--- src/conv_ctrl_pkg.sv ---
// Shared constants, types and helpers of the converter control block.
// Assumes one device clock; every consumer imports the whole package.
`default_nettype none
package conv_ctrl_pkg;
    // Register byte offsets on the register bus.
    localparam logic [11:0] MODE_CTRL_OFS = 12'h000;
    localparam logic [11:0] INPUT_ROUTING_OFS = 12'h004;
    localparam logic [11:0] OVR_THRESH_OFS = 12'h008;
    localparam logic [11:0] OVR_CFG_OFS = 12'h00c;
    localparam logic [11:0] FS_TRIM_A_OFS = 12'h010;
    localparam logic [11:0] FS_TRIM_B_OFS = 12'h014;
    localparam logic [11:0] STATUS_OFS = 12'h018;
    localparam logic [11:0] IRQ_STATUS_OFS = 12'h01c;
    localparam logic [11:0] IRQ_MASK_OFS = 12'h020;
    localparam logic [11:0] OFFSET_TRIM_FIRST = 12'h330;
    localparam logic [11:0] OFFSET_TRIM_LAST = 12'h34f;
    // Field positions.
    localparam int MODE_SINGLE_BIT = 0;
    localparam int MODE_CAL_FG_BIT = 1;
    localparam int MODE_CAL_START_BIT = 2;
    localparam int ROUTE_SINGLE_B_BIT = 0;
    localparam int ROUTE_SWAP_BIT = 4;
    localparam int THRESH_LOW_POS = 8;
    localparam int IRQ_CAL_DONE_BIT = 4;
    // Values after reset.
    localparam logic [15:0] FS_TRIM_RESET = 16'ha000;
    localparam logic [7:0] THRESH_RESET = 8'hff;
    localparam logic [2:0] HOLD_EXP_RESET = 3'h0;
    // Shortest flag pulse, in device clock cycles, before scaling by 2^N.
    localparam logic [10:0] HOLD_BASE_CYCLES = 11'h008;
    // Count loaded at start; the run phase lasts this plus one device clock cycles.
    localparam logic [9:0] CAL_CYCLES = 10'h3ff;

    typedef enum logic [1:0] {
        CAL_IDLE = 2'b00,
        CAL_RUN = 2'b01,
        CAL_DONE = 2'b11
    } cal_state_type;

    // Eight upper bits of the 11-bit magnitude of a two's complement code.
    function automatic logic [7:0] magnitude_byte(input logic [11:0] code);
        logic [10:0] mag;
        mag = 11'h000;
        if (code == 12'h800) begin
            mag = 11'h7ff;
        end else if (code[11]) begin
            mag = 11'((~code[10:0]) + 11'h001);
        end else begin
            mag = code[10:0];
        end
        return mag[10:3];
    endfunction : magnitude_byte

    // Removes the injected dither, saturating at the code limits.
    function automatic logic [11:0] remove_dither(input logic [11:0] raw,
                                                  input logic [11:0] dith);
        logic [12:0] diff;
        diff = {raw[11], raw} - {dith[11], dith};
        if (diff[12] != diff[11]) begin
            return diff[12] ? 12'h800 : 12'h7ff;
        end
        return diff[11:0];
    endfunction : remove_dither
endpackage : conv_ctrl_pkg
`default_nettype wire

--- src/ovr_cfg_if.sv ---
// Threshold and hold settings passed from the register file to monitors.
// Assumes both ends run on the same device clock.
`default_nettype none
interface ovr_cfg_if;
    logic [7:0] high_threshold;
    logic [7:0] low_threshold;
    logic [2:0] flag_hold_exponent;
    modport ctrl (output high_threshold, low_threshold, flag_hold_exponent);
    modport mon (input high_threshold, low_threshold, flag_hold_exponent);
endinterface : ovr_cfg_if
`default_nettype wire

--- src/conv_ctrl_top.sv ---
// Converter control top: register slave, input routing, sample path,
// overrange monitors, calibration control and interrupt.
// Assumes converter core codes arrive on hclk; bus is a single AHB-Lite slave.
//
// Contract
// - Compare the upper eight magnitude bits of each 12-bit sample.
// - Magnitude is 11 bits; -2048 saturates to 2047; bits 10..3 compared.
// - A flag rises when the byte equals or exceeds its threshold.
// - Both channels share the same two thresholds in dual mode.
// - Each channel drives a high flag and a low flag.
// - A flag holds 8 times 2^N cycles after the last crossing.
// - In single mode a setting routes input A or B to the core.
// - In dual mode a swap setting exchanges the channel inputs.
// - Output samples are two's complement with the input's sign.
// - Dual mode samples on rising edges; single mode on both edges.
// - Offset trim settings occupy addresses 0x330 through 0x34F.
// - Each input has its own full-scale trim for its conversions only.
// - Foreground calibration stops samples; background keeps them.
// - Injected dither is removed from the output samples.
//
// The AHB-Lite slave port and the address map were left to the implementer.
`default_nettype none
module conv_ctrl_top
    import conv_ctrl_pkg::*;
(
    input wire logic hclk,
    input wire logic hresetn,
    input wire logic hsel,
    input wire logic [31:0] haddr,
    input wire logic [1:0] htrans,
    input wire logic hwrite,
    input wire logic [2:0] hsize,
    input wire logic [31:0] hwdata,
    input wire logic hready,
    output logic [31:0] hrdata,
    output logic hreadyout,
    output logic hresp,
    input wire logic [11:0] core0_code,
    input wire logic [11:0] core0_dither,
    input wire logic [11:0] core1_code,
    input wire logic [11:0] core1_dither,
    output logic core0_input_b,
    output logic core1_input_b,
    output logic core1_falling_edge,
    output logic [15:0] core0_fs_trim,
    output logic [15:0] core1_fs_trim,
    output logic [31:0] core0_offset_trim,
    output logic [31:0] core1_offset_trim,
    output logic [11:0] chan_a_sample,
    output logic [11:0] chan_b_sample,
    output logic sample_valid,
    output logic cal_halt,
    output logic chan_a_high_flag,
    output logic chan_a_low_flag,
    output logic chan_b_high_flag,
    output logic chan_b_low_flag,
    output logic irq
);
    typedef struct packed {
        logic single_mode;
        logic cal_fg;
        logic cal_start;
        logic single_input_b;
        logic dual_swap;
        logic [7:0] high_threshold;
        logic [7:0] low_threshold;
        logic [2:0] flag_hold_exponent;
        logic [15:0] full_scale_trim_a;
        logic [15:0] full_scale_trim_b;
        logic [7:0][15:0] offset_trim;
        logic [4:0] irq_status;
        logic [4:0] irq_mask;
        logic irq;
        logic [3:0] flags_prev;
        logic wr_ph;
        logic [11:0] addr;
        logic [31:0] hrdata;
        logic core0_b;
        logic core1_b;
        logic core1_fall;
        logic [15:0] core0_fs;
        logic [15:0] core1_fs;
        logic [31:0] core0_off;
        logic [31:0] core1_off;
        logic [11:0] sa;
        logic [11:0] sb;
        logic valid;
    } top_state_type;

    top_state_type s_q, s_d;
    ovr_cfg_if cfg ();
    logic cal_busy;
    logic cal_halt_w;
    logic cal_done;
    logic a_high, a_low, b_high, b_low;
    logic [3:0] flags;
    logic [4:0] events;
    logic addr_ph;
    logic [2:0] trim_idx;
    logic single_mode_w;

    // Offset trim word index: phase, input, core from low to high bit order.
    function automatic logic [2:0] trim_index(input logic [11:0] a);
        logic [11:0] rel;
        rel = a - OFFSET_TRIM_FIRST;
        return rel[4:2];
    endfunction : trim_index

    function automatic logic in_trim_range(input logic [11:0] a);
        return (a >= OFFSET_TRIM_FIRST) && (a <= OFFSET_TRIM_LAST);
    endfunction : in_trim_range

    // Trim pair {phase90, phase0} for a core converting the given input.
    function automatic logic [31:0] trim_pair(input top_state_type t,
                                              input logic core,
                                              input logic in_b);
        logic [2:0] base;
        base = {core, in_b, 1'b0};
        return {t.offset_trim[base + 3'h1], t.offset_trim[base]};
    endfunction : trim_pair

    // Read value of a register, taken from the next state so a write in
    // the preceding data phase is already visible.
    function automatic logic [31:0] read_reg(input top_state_type t,
                                             input logic [11:0] a,
                                             input logic [3:0] f,
                                             input logic busy);
        logic [31:0] r;
        r = 32'h0000_0000;
        case (a)
            MODE_CTRL_OFS: begin
                r[MODE_SINGLE_BIT] = t.single_mode;
                r[MODE_CAL_FG_BIT] = t.cal_fg;
            end
            INPUT_ROUTING_OFS: begin
                r[ROUTE_SINGLE_B_BIT] = t.single_input_b;
                r[ROUTE_SWAP_BIT] = t.dual_swap;
            end
            OVR_THRESH_OFS: r[15:0] = {t.low_threshold, t.high_threshold};
            OVR_CFG_OFS: r[2:0] = t.flag_hold_exponent;
            FS_TRIM_A_OFS: r[15:0] = t.full_scale_trim_a;
            FS_TRIM_B_OFS: r[15:0] = t.full_scale_trim_b;
            STATUS_OFS: r[4:0] = {f, busy};
            IRQ_STATUS_OFS: r[4:0] = t.irq_status;
            IRQ_MASK_OFS: r[4:0] = t.irq_mask;
            default: begin
                if (in_trim_range(a)) begin
                    r[15:0] = t.offset_trim[trim_index(a)];
                end
            end
        endcase
        return r;
    endfunction : read_reg

    assign flags = {b_low, b_high, a_low, a_high};
    assign events = {cal_done, flags & ~s_q.flags_prev};
    assign addr_ph = hsel && hready && htrans[1];
    assign trim_idx = trim_index(s_q.addr);

    // Register writes, routing, sample path and interrupt state.
    always_comb begin
        s_d = s_q;
        s_d.cal_start = 1'b0;
        if (s_q.wr_ph) begin
            case (s_q.addr)
                MODE_CTRL_OFS: begin
                    s_d.single_mode = hwdata[MODE_SINGLE_BIT];
                    s_d.cal_fg = hwdata[MODE_CAL_FG_BIT];
                    s_d.cal_start = hwdata[MODE_CAL_START_BIT];
                end
                INPUT_ROUTING_OFS: begin
                    s_d.single_input_b = hwdata[ROUTE_SINGLE_B_BIT];
                    s_d.dual_swap = hwdata[ROUTE_SWAP_BIT];
                end
                OVR_THRESH_OFS: begin
                    s_d.high_threshold = hwdata[7:0];
                    s_d.low_threshold = hwdata[THRESH_LOW_POS +: 8];
                end
                OVR_CFG_OFS: s_d.flag_hold_exponent = hwdata[2:0];
                FS_TRIM_A_OFS: s_d.full_scale_trim_a = hwdata[15:0];
                FS_TRIM_B_OFS: s_d.full_scale_trim_b = hwdata[15:0];
                IRQ_STATUS_OFS: s_d.irq_status = s_q.irq_status & ~hwdata[4:0];
                IRQ_MASK_OFS: s_d.irq_mask = hwdata[4:0];
                default: begin
                    if (in_trim_range(s_q.addr)) begin
                        s_d.offset_trim[trim_idx] = hwdata[15:0];
                    end
                end
            endcase
        end
        // New events are ORed in after the clear, so a set wins.
        s_d.irq_status = s_d.irq_status | events;
        s_d.flags_prev = flags;
        s_d.irq = |(s_d.irq_status & s_d.irq_mask);
        // Address phase capture; zero wait states, so hready is always high.
        s_d.wr_ph = addr_ph && hwrite;
        s_d.addr = haddr[11:0];
        if (addr_ph && !hwrite) begin
            s_d.hrdata = read_reg(s_d, haddr[11:0], flags, cal_busy);
        end
        // Single mode feeds the chosen input to both core halves, the second
        // on the falling edge; dual mode feeds one input each, swappable.
        s_d.core0_b = s_d.single_mode ? s_d.single_input_b
                                      : s_d.dual_swap;
        s_d.core1_b = s_d.single_mode ? s_d.single_input_b
                                      : !s_d.dual_swap;
        s_d.core1_fall = s_d.single_mode;
        // Each core takes the trims of the input it converts, never the other.
        s_d.core0_fs = s_d.core0_b ? s_d.full_scale_trim_b
                                   : s_d.full_scale_trim_a;
        s_d.core1_fs = s_d.core1_b ? s_d.full_scale_trim_b
                                   : s_d.full_scale_trim_a;
        s_d.core0_off = trim_pair(s_d, 1'b0, s_d.core0_b);
        s_d.core1_off = trim_pair(s_d, 1'b1, s_d.core1_b);
        // Samples keep their two's complement sign; dither is subtracted.
        // A foreground pass freezes the last sample and drops valid.
        s_d.valid = !cal_halt_w;
        if (!cal_halt_w) begin
            s_d.sa = remove_dither(core0_code, core0_dither);
            s_d.sb = remove_dither(core1_code, core1_dither);
        end
    end

    // Single state register of the top level.
    always_ff @(posedge hclk or negedge hresetn) begin
        if (!hresetn) begin
            s_q <= '0;
            s_q.high_threshold <= THRESH_RESET;
            s_q.low_threshold <= THRESH_RESET;
            s_q.flag_hold_exponent <= HOLD_EXP_RESET;
            s_q.full_scale_trim_a <= FS_TRIM_RESET;
            s_q.full_scale_trim_b <= FS_TRIM_RESET;
            s_q.core0_fs <= FS_TRIM_RESET;
            s_q.core1_fs <= FS_TRIM_RESET;
            s_q.core1_b <= 1'b1;
        end else begin
            s_q <= s_d;
        end
    end

    // Both monitors read one threshold set.
    assign cfg.high_threshold = s_q.high_threshold;
    assign cfg.low_threshold = s_q.low_threshold;
    assign cfg.flag_hold_exponent = s_q.flag_hold_exponent;

    overrange_channel mon_a (
        .hclk(hclk), .hresetn(hresetn), .sample(s_q.sa),
        .sample_valid(s_q.valid), .cfg(cfg),
        .high_flag(a_high), .low_flag(a_low)
    );
    overrange_channel mon_b (
        .hclk(hclk), .hresetn(hresetn), .sample(s_q.sb),
        .sample_valid(s_q.valid), .cfg(cfg),
        .high_flag(b_high), .low_flag(b_low)
    );
    cal_sequencer cal (
        .hclk(hclk), .hresetn(hresetn), .start(s_q.cal_start),
        .foreground(s_q.cal_fg), .busy(cal_busy), .halt(cal_halt_w),
        .done(cal_done)
    );

    // Outputs, all straight from flip-flops except the tied-off hreadyout and hresp.
    assign hrdata = s_q.hrdata;
    assign hreadyout = 1'b1;
    assign hresp = 1'b0;
    assign core0_input_b = s_q.core0_b;
    assign core1_input_b = s_q.core1_b;
    assign core1_falling_edge = s_q.core1_fall;
    assign core0_fs_trim = s_q.core0_fs;
    assign core1_fs_trim = s_q.core1_fs;
    assign core0_offset_trim = s_q.core0_off;
    assign core1_offset_trim = s_q.core1_off;
    assign chan_a_sample = s_q.sa;
    assign chan_b_sample = s_q.sb;
    assign sample_valid = s_q.valid;
    assign cal_halt = cal_halt_w;
    assign chan_a_high_flag = a_high;
    assign chan_a_low_flag = a_low;
    assign chan_b_high_flag = b_high;
    assign chan_b_low_flag = b_low;
    assign irq = s_q.irq;

    fg_stops_samples_a: assert property (@(posedge hclk) disable iff (!hresetn)
        cal_halt_w |=> !sample_valid && $stable(chan_a_sample))
        else $error("samples delivered during foreground calibration");
    dither_removed_a: assert property (@(posedge hclk) disable iff (!hresetn)
        !cal_halt_w && core0_dither == 12'h000 |=> chan_a_sample ==
        $past(core0_code))
        else $error("zero dither changed the sample");
    swap_routing_a: assert property (@(posedge hclk) disable iff (!hresetn)
        !single_mode_w && s_q.dual_swap |-> core0_input_b && !core1_input_b)
        else $error("swap did not exchange the inputs");
    single_routing_a: assert property (@(posedge hclk) disable iff (!hresetn)
        single_mode_w |-> core1_falling_edge && core0_input_b ==
        s_q.single_input_b && core1_input_b == s_q.single_input_b)
        else $error("single mode routing or edge wrong");
    fs_trim_follow_a: assert property (@(posedge hclk) disable iff (!hresetn)
        core1_input_b |-> core1_fs_trim == s_q.full_scale_trim_b)
        else $error("core took the trim of the other input");
    shared_thresh_a: assert property (@(posedge hclk) disable iff (!hresetn)
        (s_q.valid && magnitude_byte(s_q.sa) >= s_q.low_threshold &&
        magnitude_byte(s_q.sb) >= s_q.low_threshold) |=> a_low && b_low)
        else $error("channels disagree on equal samples");
    neg_full_flag_a: assert property (@(posedge hclk) disable iff (!hresetn)
        (s_q.valid && s_q.sa == 12'h800) |=> a_high && a_low)
        else $error("most negative code not seen as full magnitude");
    irq_level_a: assert property (@(posedge hclk) disable iff (!hresetn)
        irq == |($past(s_d.irq_status) & $past(s_d.irq_mask)))
        else $error("interrupt does not follow masked status");

    assign single_mode_w = s_q.single_mode;

    cal_fg_cover_c: cover property (@(posedge hclk) disable iff (!hresetn)
        cal_done && s_q.cal_fg);
    both_flags_cover_c: cover property (@(posedge hclk) disable iff (!hresetn)
        a_high && b_low);
    irq_cover_c: cover property (@(posedge hclk) disable iff (!hresetn)
        $rose(irq));
endmodule : conv_ctrl_top
`default_nettype wire

--- src/overrange_channel.sv ---
// Overrange monitor of one channel: two thresholds, two stretched flags.
// Assumes samples arrive from logic on the same clock, qualified by valid.
`default_nettype none
module overrange_channel
    import conv_ctrl_pkg::*;
(
    input wire logic hclk,
    input wire logic hresetn,
    input wire logic [11:0] sample,
    input wire logic sample_valid,
    ovr_cfg_if.mon cfg,
    output logic high_flag,
    output logic low_flag
);
    typedef struct packed {
        logic [10:0] high_cnt;
        logic [10:0] low_cnt;
        logic high_flag;
        logic low_flag;
    } ovr_state_type;

    ovr_state_type s_q, s_d;
    logic [7:0] mag;
    logic high_hit;
    logic low_hit;
    logic [10:0] dur;

    // Compare the upper magnitude bits; equal counts as a crossing.
    always_comb begin
        mag = magnitude_byte(sample);
        high_hit = sample_valid && (mag >= cfg.high_threshold);
        low_hit = sample_valid && (mag >= cfg.low_threshold);
        dur = HOLD_BASE_CYCLES << cfg.flag_hold_exponent;
        s_d = s_q;
        // A crossing reloads the count, so the pulse runs from the last one.
        s_d.high_flag = high_hit || (s_q.high_cnt > 11'h001);
        s_d.low_flag = low_hit || (s_q.low_cnt > 11'h001);
        if (high_hit) begin
            s_d.high_cnt = dur;
        end else if (s_q.high_cnt != 11'h000) begin
            s_d.high_cnt = s_q.high_cnt - 11'h001;
        end
        if (low_hit) begin
            s_d.low_cnt = dur;
        end else if (s_q.low_cnt != 11'h000) begin
            s_d.low_cnt = s_q.low_cnt - 11'h001;
        end
    end

    // Single state register of the monitor.
    always_ff @(posedge hclk or negedge hresetn) begin
        if (!hresetn) begin
            s_q <= '0;
        end else begin
            s_q <= s_d;
        end
    end

    assign high_flag = s_q.high_flag;
    assign low_flag = s_q.low_flag;

    hit_sets_flag_a: assert property (@(posedge hclk) disable iff (!hresetn)
        high_hit |=> high_flag && s_q.high_cnt == dur)
        else $error("high crossing did not raise its flag");
    flag_hold_len_a: assert property (@(posedge hclk) disable iff (!hresetn)
        $fell(low_flag) |-> $past(s_q.low_cnt) == 11'h001 && !$past(low_hit))
        else $error("low flag fell before its hold time ran out");
    min_pulse_a: assert property (@(posedge hclk) disable iff (!hresetn)
        $rose(high_flag) |-> high_flag [*8])
        else $error("high flag pulse shorter than eight cycles");
    restart_hold_a: assert property (@(posedge hclk) disable iff (!hresetn)
        (low_hit && low_flag) |=> s_q.low_cnt == $past(dur))
        else $error("crossing during a pulse did not restart the hold");
    stretch_cover_c: cover property (@(posedge hclk) disable iff (!hresetn)
        high_flag && high_hit);
endmodule : overrange_channel
`default_nettype wire

--- src/cal_sequencer.sv ---
// Calibration pass sequencer: runs a fixed pass, reports busy and done.
// Assumes start is a one-cycle pulse from the register file.
`default_nettype none
module cal_sequencer
    import conv_ctrl_pkg::*;
(
    input wire logic hclk,
    input wire logic hresetn,
    input wire logic start,
    input wire logic foreground,
    output logic busy,
    output logic halt,
    output logic done
);
    typedef struct packed {
        cal_state_type state;
        logic [9:0] cnt;
        logic halt;
        logic done;
    } cal_reg_type;

    cal_reg_type s_q, s_d;

    // Idle, run for a fixed pass, then one done cycle.
    always_comb begin
        s_d = s_q;
        s_d.done = 1'b0;
        case (s_q.state)
            CAL_IDLE: begin
                if (start) begin
                    s_d.state = CAL_RUN;
                    s_d.cnt = CAL_CYCLES;
                    s_d.halt = foreground;
                end
            end
            CAL_RUN: begin
                if (s_q.cnt == 10'h000) begin
                    s_d.state = CAL_DONE;
                    s_d.halt = 1'b0;
                    s_d.done = 1'b1;
                end else begin
                    s_d.cnt = s_q.cnt - 10'h001;
                end
            end
            CAL_DONE: begin
                s_d.state = CAL_IDLE;
            end
            default: begin
                s_d.state = CAL_IDLE;
                s_d.halt = 1'b0;
            end
        endcase
    end

    // Single state register of the sequencer.
    always_ff @(posedge hclk or negedge hresetn) begin
        if (!hresetn) begin
            s_q <= '{state: CAL_IDLE, cnt: 10'h000, halt: 1'b0, done: 1'b0};
        end else begin
            s_q <= s_d;
        end
    end

    assign busy = (s_q.state != CAL_IDLE);
    assign halt = s_q.halt;
    assign done = s_q.done;

    bg_no_halt_a: assert property (@(posedge hclk) disable iff (!hresetn)
        (start && !foreground && !busy) |=> !halt [*8])
        else $error("background calibration halted sampling");
endmodule : cal_sequencer
`default_nettype wire

--- config.mk ---
export PLATFORM = sky130hd
export DESIGN_NAME = conv_ctrl_top
export DESIGN_NICKNAME = d
export VERILOG_FILES = /design/src/conv_ctrl_pkg.sv /design/src/ovr_cfg_if.sv /design/src/conv_ctrl_top.sv /design/src/overrange_channel.sv /design/src/cal_sequencer.sv
export SDC_FILE = /design/constraint.sdc
export NUM_CORES = 1
export LEC_CHECK = 0
export BUFFER_PORTS_ARGS = -buffer_cell sky130_fd_sc_hd__buf_2
export CAP_MARGIN = 20
export CORE_MARGIN = 2
export CORE_UTILIZATION = 55
export CTS_CLUSTER_DIAMETER = 150
export DETAILED_ROUTE_END_ITERATION = 10
export PLACE_DENSITY = 0.8
export SYNTH_ARGS = -nofsm -noshare
export SYNTH_HDL_FRONTEND = slang
export SYNTH_SLANG_ARGS = --single-unit
--- constraint.sdc ---
create_clock -name hclk -period 10.5 [get_ports hclk]
set_input_delay 0.525 -clock hclk [delete_from_list [all_inputs] [get_ports hclk]]
set_output_delay 0.525 -clock hclk [all_outputs]
set_load 0.02 [all_outputs]
# Yosys cells after proc, flatten, opt, wreduce, memory -nomap -nowiden
# Index checks and enable logic that the tools add are counted.
[totals]
regBits = 413
input_bits = 122
[op_classes]
add_sub_neg = 13
order_cmp = 19
eq_ne = 24
n_shift = 1
mux = 65
bitwise = 9
n_reduce_logical = 41
[ops]
columns = ["op", "count"]
rows = [
  ["128-bit 2-to-1 mux", 2],
  ["16-bit 2-to-1 mux", 14],
  ["194-bit 2-to-1 mux", 1],
  ["16-bit binary-select mux with 3-bit select", 3],
  ["11-bit 2-to-1 mux", 12],
  ["128-bit bitwise mux", 1],
  ["12-bit by 5-bit equality test with 1-bit output (second input constant)", 7],
  ["12-bit 2-to-1 mux", 6],
  ["16-bit demux with 3-bit select", 1],
  ["12-bit by 4-bit equality test with 1-bit output (second input constant)", 4],
  ["11-bit by 1-bit > comparator with 1-bit output (second input constant)", 4],
  ["11-bit case mux with 4 select lines", 1],
  ["11-bit nonzero test", 4],
  ["11-bit by 1-bit subtractor with 11-bit output (second input constant)", 4],
  ["8-bit >= comparator", 4],
  ["12-bit by 12-bit subtractor with 13-bit output", 2],
  ["12-bit equality test (second input constant)", 2],
  ["12-bit by 3-bit equality test with 1-bit output (second input constant)", 2],
  ["12-bit by 6-bit equality test with 1-bit output (second input constant)", 2],
  ["12-bit by 10-bit >= comparator with 1-bit output (second input constant)", 2],
  ["12-bit by 10-bit <= comparator with 1-bit output (second input constant)", 2],
  ["12-bit zero test", 2],
  ["11-bit by 1-bit adder with 11-bit output (second input constant)", 2],
  ["11-bit NOT", 2],
  ["44 further kinds", 86],
]

# Logic depth before layout (Yosys ltp)
[depth]
depth_word = 14
mapped_depth = 16
mapped_depth_nobuf = 14

# Cells and area by module
# From an unflattened synthesis, not the netlist that was laid out.
[hier_totals]
cells_unflattened = 2211
area_unflattened_um2 = 22402.7
[by_module_without_submodules]
columns = ["module", "n_inst", "cells_each", "area_each_um2", "seq_area_each_um2"]
rows = [
  ["conv_ctrl_top", 1, 1681, 17536.8, 8814.7],
  ["overrange_channel", 2, 229, 2078.2, 600.6],
  ["cal_sequencer", 1, 72, 709.4, 350.3],
]

# Worst setup path before layout
# OpenSTA, ideal clock, no wires.
[synth_timing]
kind = "reg2reg"
from = "reg s_q (netlist bit chan_a_sample[3])"
to = "reg mon_a.s_q (netlist bit mon_a.high_flag)"
t_arrival_ps = 4142
slack_ps = 6205
path_stages_with_launch = 17
n_path_buf = 2
period_less_slack_ps = 4295
cell_sequence = "dfrtp_1 > or4_1 > nor4_1 > nand2b_1 > or2_2 > or4b_1 > clkbuf_1 > and2_1 > ha_1 > nand2b_1 > a21o_1 > a21o_1 > a21oi_1 > o21ai_0 > a31oi_1 > clkbuf_1 > o2111ai_1"
[synth_rtl]
columns = ["element", "line_no", "text"]
rows = [
  ["start, declared", "conv_ctrl_top.sv:90", "top_state_type s_q, s_d;"],
  ["end signal, assigned", "overrange_channel.sv:53", "s_q <= '0;"],
  ["end signal, assigned", "overrange_channel.sv:55", "s_q <= s_d;"],
  ["end, declared", "overrange_channel.sv:22", "ovr_state_type s_q, s_d;"],
]

# Final worst setup path
[layout_timing]
from = "reg s_q (netlist bit chan_b_sample[3])"
to = "reg mon_b.s_q[10] (netlist bit)"
[layout_via]
elab_chain_len = 7
elab_cells_between_ends = 9
[layout_lines]
columns = ["element", "line_no", "text"]
rows = [
  ["11-bit NOT", "conv_ctrl_pkg.sv:47", "mag = 11'((~code[10:0]) + 11'h001);"],
  ["11-bit by 1-bit adder with 11-bit output", "conv_ctrl_pkg.sv:47", ""],
  ["11-bit 2-to-1 mux", "conv_ctrl_pkg.sv:46", "end else if (code[11]) begin"],
  ["11-bit 2-to-1 mux *", "conv_ctrl_pkg.sv:44", "if (code == 12'h800) begin"],
  ["8-bit >= comparator *", "overrange_channel.sv:32", "low_hit = sample_valid && (mag >= cfg.low_threshold);"],
  ["1-bit logical AND *", "overrange_channel.sv:32", ""],
  ["11-bit 2-to-1 mux or 2-bit nonzero test (tied branches)", "n/a", ""],
  ["end signal, assigned", "overrange_channel.sv:53", ""],
  ["end signal, assigned", "overrange_channel.sv:55", ""],
  ["end, declared", "overrange_channel.sv:22", ""],
]
# Every way passes the cells marked *; elsewhere a longest branch is shown, timed or not.
# A chain may end at the register's enable or synchronous reset.

==> reports/summary.md <==
Summed over all layers, the global routing overflow is 0. After synthesis, the mean cell area works out to 10.4 um^2. The arrival time at the worst endpoint is 4.81 ns. For the final-report max-slew violation count, the log shows 0. In this run the deepest clock path goes through 3 buffers. Average vias per placed instance: 5.79. The tools report the half-perimeter wire length after detailed placement as 37.4 mm.

The number of antenna violations at the first check in global routing came out at 0. The clock root buffer is sky130_fd_sc_hd__clkbuf_16. Summing every instance area after synthesis gives 21900 um^2. The post-synthesis instance total is 2099, and the worst hold slack after final layout is 0.0505 ns.

The tree built by TritonCTS fans out to 413 sinks. The first global-routing pass estimated 85.7 mm of wire. The floorplan has 73 rows. The core utilization of the finished layout was 0.607; the number of buffers inserted for hold repair after clock tree synthesis was 0. Yosys mapped the design onto 83 distinct sky130hd cell types. The initial standard-cell utilization of the core was 0.554; the transition time at the pin with the least slew margin was 1.05 ns. The final-layout setup total negative slack came out at 0 ns.

TritonCTS built the clock tree. The compound-gate portion of the synthesized area is 0.0934. The number of setup buffers added after CTS is 0. Summed over all layers, the routed wires come to 54.0 mm.

The die width was 204 um. 0 antenna diodes ended up in the layout. Once detail routing completed, the nets flagged for antenna violations numbered 0. In this run, CTS created clock tree buffers numbering 43. From synthesis to final layout, the design area changed by 9.55%. The global placer's final weighted congestion came out at 0.893. The top cell type's share of synthesized area was 0.443. Summed over all instances, the cell type with the most area after synthesis is sky130_fd_sc_hd__dfrtp_1. The synthesis warning total was 0; the share of post-route cells with drive strength above 1 was 0.210. The element type at the critical path start is a flip-flop.

The async set or reset register ratio after synthesis was 1.00; the die span in y was 204 um. Across all setup checks in the final design, the least slack found is 6.15 ns. For the deepest level of the CTS H-tree, the log shows 2. The timing startpoint of the critical path is chan_b_sample[3]$_DFFE_PN0N_.

Number of enable flip-flop cells after synthesis: 0. The largest net degree at the start of global routing is 136, and the final period demand of the worst path is 4.35 ns. Synthesis inferred 413 register bits.

The parity-gate share of the synthesized area counting xor and xnor cells works out to 0.0240. IR analysis of the VDD net gives a maximum drop of 0.126 mV. The cell area power density was 195 nW/um^2; the overall routing resource usage was 0.261.

In this run, the number of DRC markers left after iteration 0 of detailed routing was 1230. The number of input and output port buffers inserted works out to 227. Setup repair after global routing left no endpoint under its margin. The total of cells resized after clock tree synthesis was 0. The adder and majority gate portion of the synthesized area came out at 0.0439. The logs give 15.8k for the number of global-route vias before repair and 41500 um^2 for the total die area. Of all nets on the critical path, the largest fanout is 12.

The first TritonRoute pass finished after 7 iterations. STA puts the critical path data required time at 10.96 ns. In the routed design, unresolved DRC markers number 0.

The worst hold path belongs to the class input port to asynchronous set/reset pin. The dominant synthesized flop cell was sky130_fd_sc_hd__dfrtp_1. The clock insertion delay at the later pin of the skew report came out at 0.56 ns.

For the fill cell total of the finished layout, the log shows 3132. The clock-pin slew reported for the worst setup and hold paths after clock tree synthesis works out to 0.06 ns. At the placement stage, the worst setup path has a slack of 6.20 ns.

The share of cell area taken by muxes after synthesis was 0.143; the fmax was 230 MHz. The area share of and/or/nand/nor cells after synthesis came out at 0.116. For the worst clock skew, the log shows 0.0250 ns. The final cycle utilization of the critical path is 0.414, and the number of top-level design ports is 286. The worst setup path is captured at a flip-flop. For the final hold violation count, the log shows 0.

For this design the static power due to leakage is 12.3 nW. In this run the standard cell core region covers 39500 um^2. Ranked by total cell area, the synthesized netlist is headed by sky130_fd_sc_hd__dfrtp_1 44%, sky130_fd_sc_hd__mux2i_1 8.8%, sky130_fd_sc_hd__buf_4 5.5%. The setup violation total in the final timing report is 0, and the relative max-transition margin is 0.298. The main combinational cell family by area after synthesis is multiplexers. The critical setup path kind was flip-flop to flip-flop. Number of nets at the end of the flow: 2353. Detailed routing inserted a total of 15.8k vias. The sequential element share of the synthesized area came out at 0.473.

Dividing the detail-routed wire length by the instance count gives 19.8 um. The launching point of the worst reg2reg path was chan_b_sample[3]$_DFFE_PN0N_. The flow ran to the end, and the final reports show no timing, DRC or antenna violations. The max-cap violation count was 0.
[per-stage QoR]
stage / cells / total power [mW] / instance area [um^2]
2_1_floorplan: 2115 / 2.80 / 22000
3_3_place_gp: 2643 / 2.99 / 22500
3_5_place_dp: 2643 / 3.05 / 22500
4_1_cts: 2723 / 4.69 / 24000
5_1_grt: 2724 / 4.91 / 24000
6_report: 2724 / 4.68 / 24000
[state kept, by name, indices dropped and copies added (netlist names), 16 cells and up]
name               cells
mon_a.s_q             22
core1_fs_trim         16
hrdata                16
core1_offset_trim     32
s_q                  191
core0_fs_trim         16
mon_b.s_q             22
core0_offset_trim     32
[layout by cell type (no fill, tap or decap), types with 11 or more instances in the layout]
cell type                   instances
sky130_fd_sc_hd__a21o_1            16
sky130_fd_sc_hd__buf_4             25
sky130_fd_sc_hd__a21oi_1          104
sky130_fd_sc_hd__mux4_2            17
sky130_fd_sc_hd__inv_1            205
sky130_fd_sc_hd__ha_1              65
sky130_fd_sc_hd__and3_1            14
sky130_fd_sc_hd__buf_2            226
sky130_fd_sc_hd__xor2_1            27
sky130_fd_sc_hd__a31oi_1           19
sky130_fd_sc_hd__nand3_1           30
sky130_fd_sc_hd__maj3_1            11
sky130_fd_sc_hd__nand2b_1          22
sky130_fd_sc_hd__a221o_1           13
sky130_fd_sc_hd__nor2b_1           33
sky130_fd_sc_hd__o22ai_1           12
sky130_fd_sc_hd__mux2i_1          191
sky130_fd_sc_hd__nor4_1            13
sky130_fd_sc_hd__o21ai_0           51
sky130_fd_sc_hd__dfstp_2           25
sky130_fd_sc_hd__nor2_1           125
sky130_fd_sc_hd__xnor2_1           33
sky130_fd_sc_hd__nand4_1           11
sky130_fd_sc_hd__o31ai_1           11
sky130_fd_sc_hd__nor3_1            35
sky130_fd_sc_hd__mux2_2            63
sky130_fd_sc_hd__conb_1            18
sky130_fd_sc_hd__nand2_1          117
sky130_fd_sc_hd__dfrtp_1          388
sky130_fd_sc_hd__clkbuf_16         44
sky130_fd_sc_hd__and2_1            12
[logic make-up after synthesis]
logic type      after synthesis
simple gates                485
compound gates              320
mux                         283
xor+xnor                     60
buf+inv                     458
flops                       413
fa+ha+maj                    78
other cells                   2
[worst paths after layout]
kind	endpoint	slack (ns)	cells past startpoint
worst max register to register	mon_b.s_q[10]$_DFFE_PN0P_	6.15	15
max in group asynchronous	mon_a.s_q[23]$_DFFE_PN0P_	8.78	2
min in group hclk	s_q[166]$_DFF_PN0_	0.10	1
worst min-delay path	core0_offset_trim[21]$_DFF_PN0_	0.05	1
worst max-delay path	mon_b.s_q[10]$_DFFE_PN0P_	6.15	15
worst min register to register	s_q[212]$_DFF_PN0_	0.49	2
[critical path, stage by stage, from the launching register on]
cell                       delay (ns)
sky130_fd_sc_hd__dfrtp_1         0.42
sky130_fd_sc_hd__or4_1           0.61
sky130_fd_sc_hd__nor4_1          0.27
sky130_fd_sc_hd__nand2b_1        0.13
sky130_fd_sc_hd__or2_2           0.31
sky130_fd_sc_hd__or4b_1          0.59
sky130_fd_sc_hd__and2_1          0.21
sky130_fd_sc_hd__ha_1            0.28
sky130_fd_sc_hd__nand2b_1        0.16
sky130_fd_sc_hd__a21o_1          0.18
sky130_fd_sc_hd__a21o_1          0.17
sky130_fd_sc_hd__a21oi_1         0.13
sky130_fd_sc_hd__o21ai_0         0.13
sky130_fd_sc_hd__a31oi_1         0.18
sky130_fd_sc_hd__buf_4           0.24
sky130_fd_sc_hd__mux2i_1         0.24
[cell usage after synthesis (all sizes together) (13+ instances only)]
master	n
dfrtp	388
inv	208
mux2i	193
buf	187
nor2	126
nand2	117
a21oi	105
mux2	73
ha	65
clkbuf	62
o21ai	61
nor3	35
nor2b	33
xnor2	33
nand3	30
xor2	27
dfstp	25
nand2b	22
nor4	22
a31oi	19
mux4	17
a21o	16
and3	14
a221o	13
and2	13
[report_power, final]
part / switching [mW] / total, mW / internal, mW
clock: 0.633 / 1.64 / 1.01
combinational: 0.657 / 1.12 / 0.459
sequential: 0.159 / 1.93 / 1.77
total: 1.45 / 4.68 / 3.23
[layer usage]
metal | share of wire | wire length (um) | global-route usage
met5 | 0 | 0 | 0
met4 | 0.035 | 1920 | 0.0991
met3 | 0.081 | 4400 | 0.0516
met2 | 0.47 | 25300 | 0.418
met1 | 0.41 | 22400 | 0.353
[final cells by class]
type | instances | area, um^2 | area share
Timing Repair Buffer | 253 | 1350 | 0.0561
Clock buffer | 59 | 1250 | 0.0519
Inverter | 209 | 785 | 0.0327
Sequential cell | 413 | 10400 | 0.432
Tap cell | 525 | 657 | 0.0273
Multi-Input combinational cell | 1244 | 9310 | 0.388
Clock inverter | 21 | 305 | 0.0127
Power figures use the tool's default switching activity.
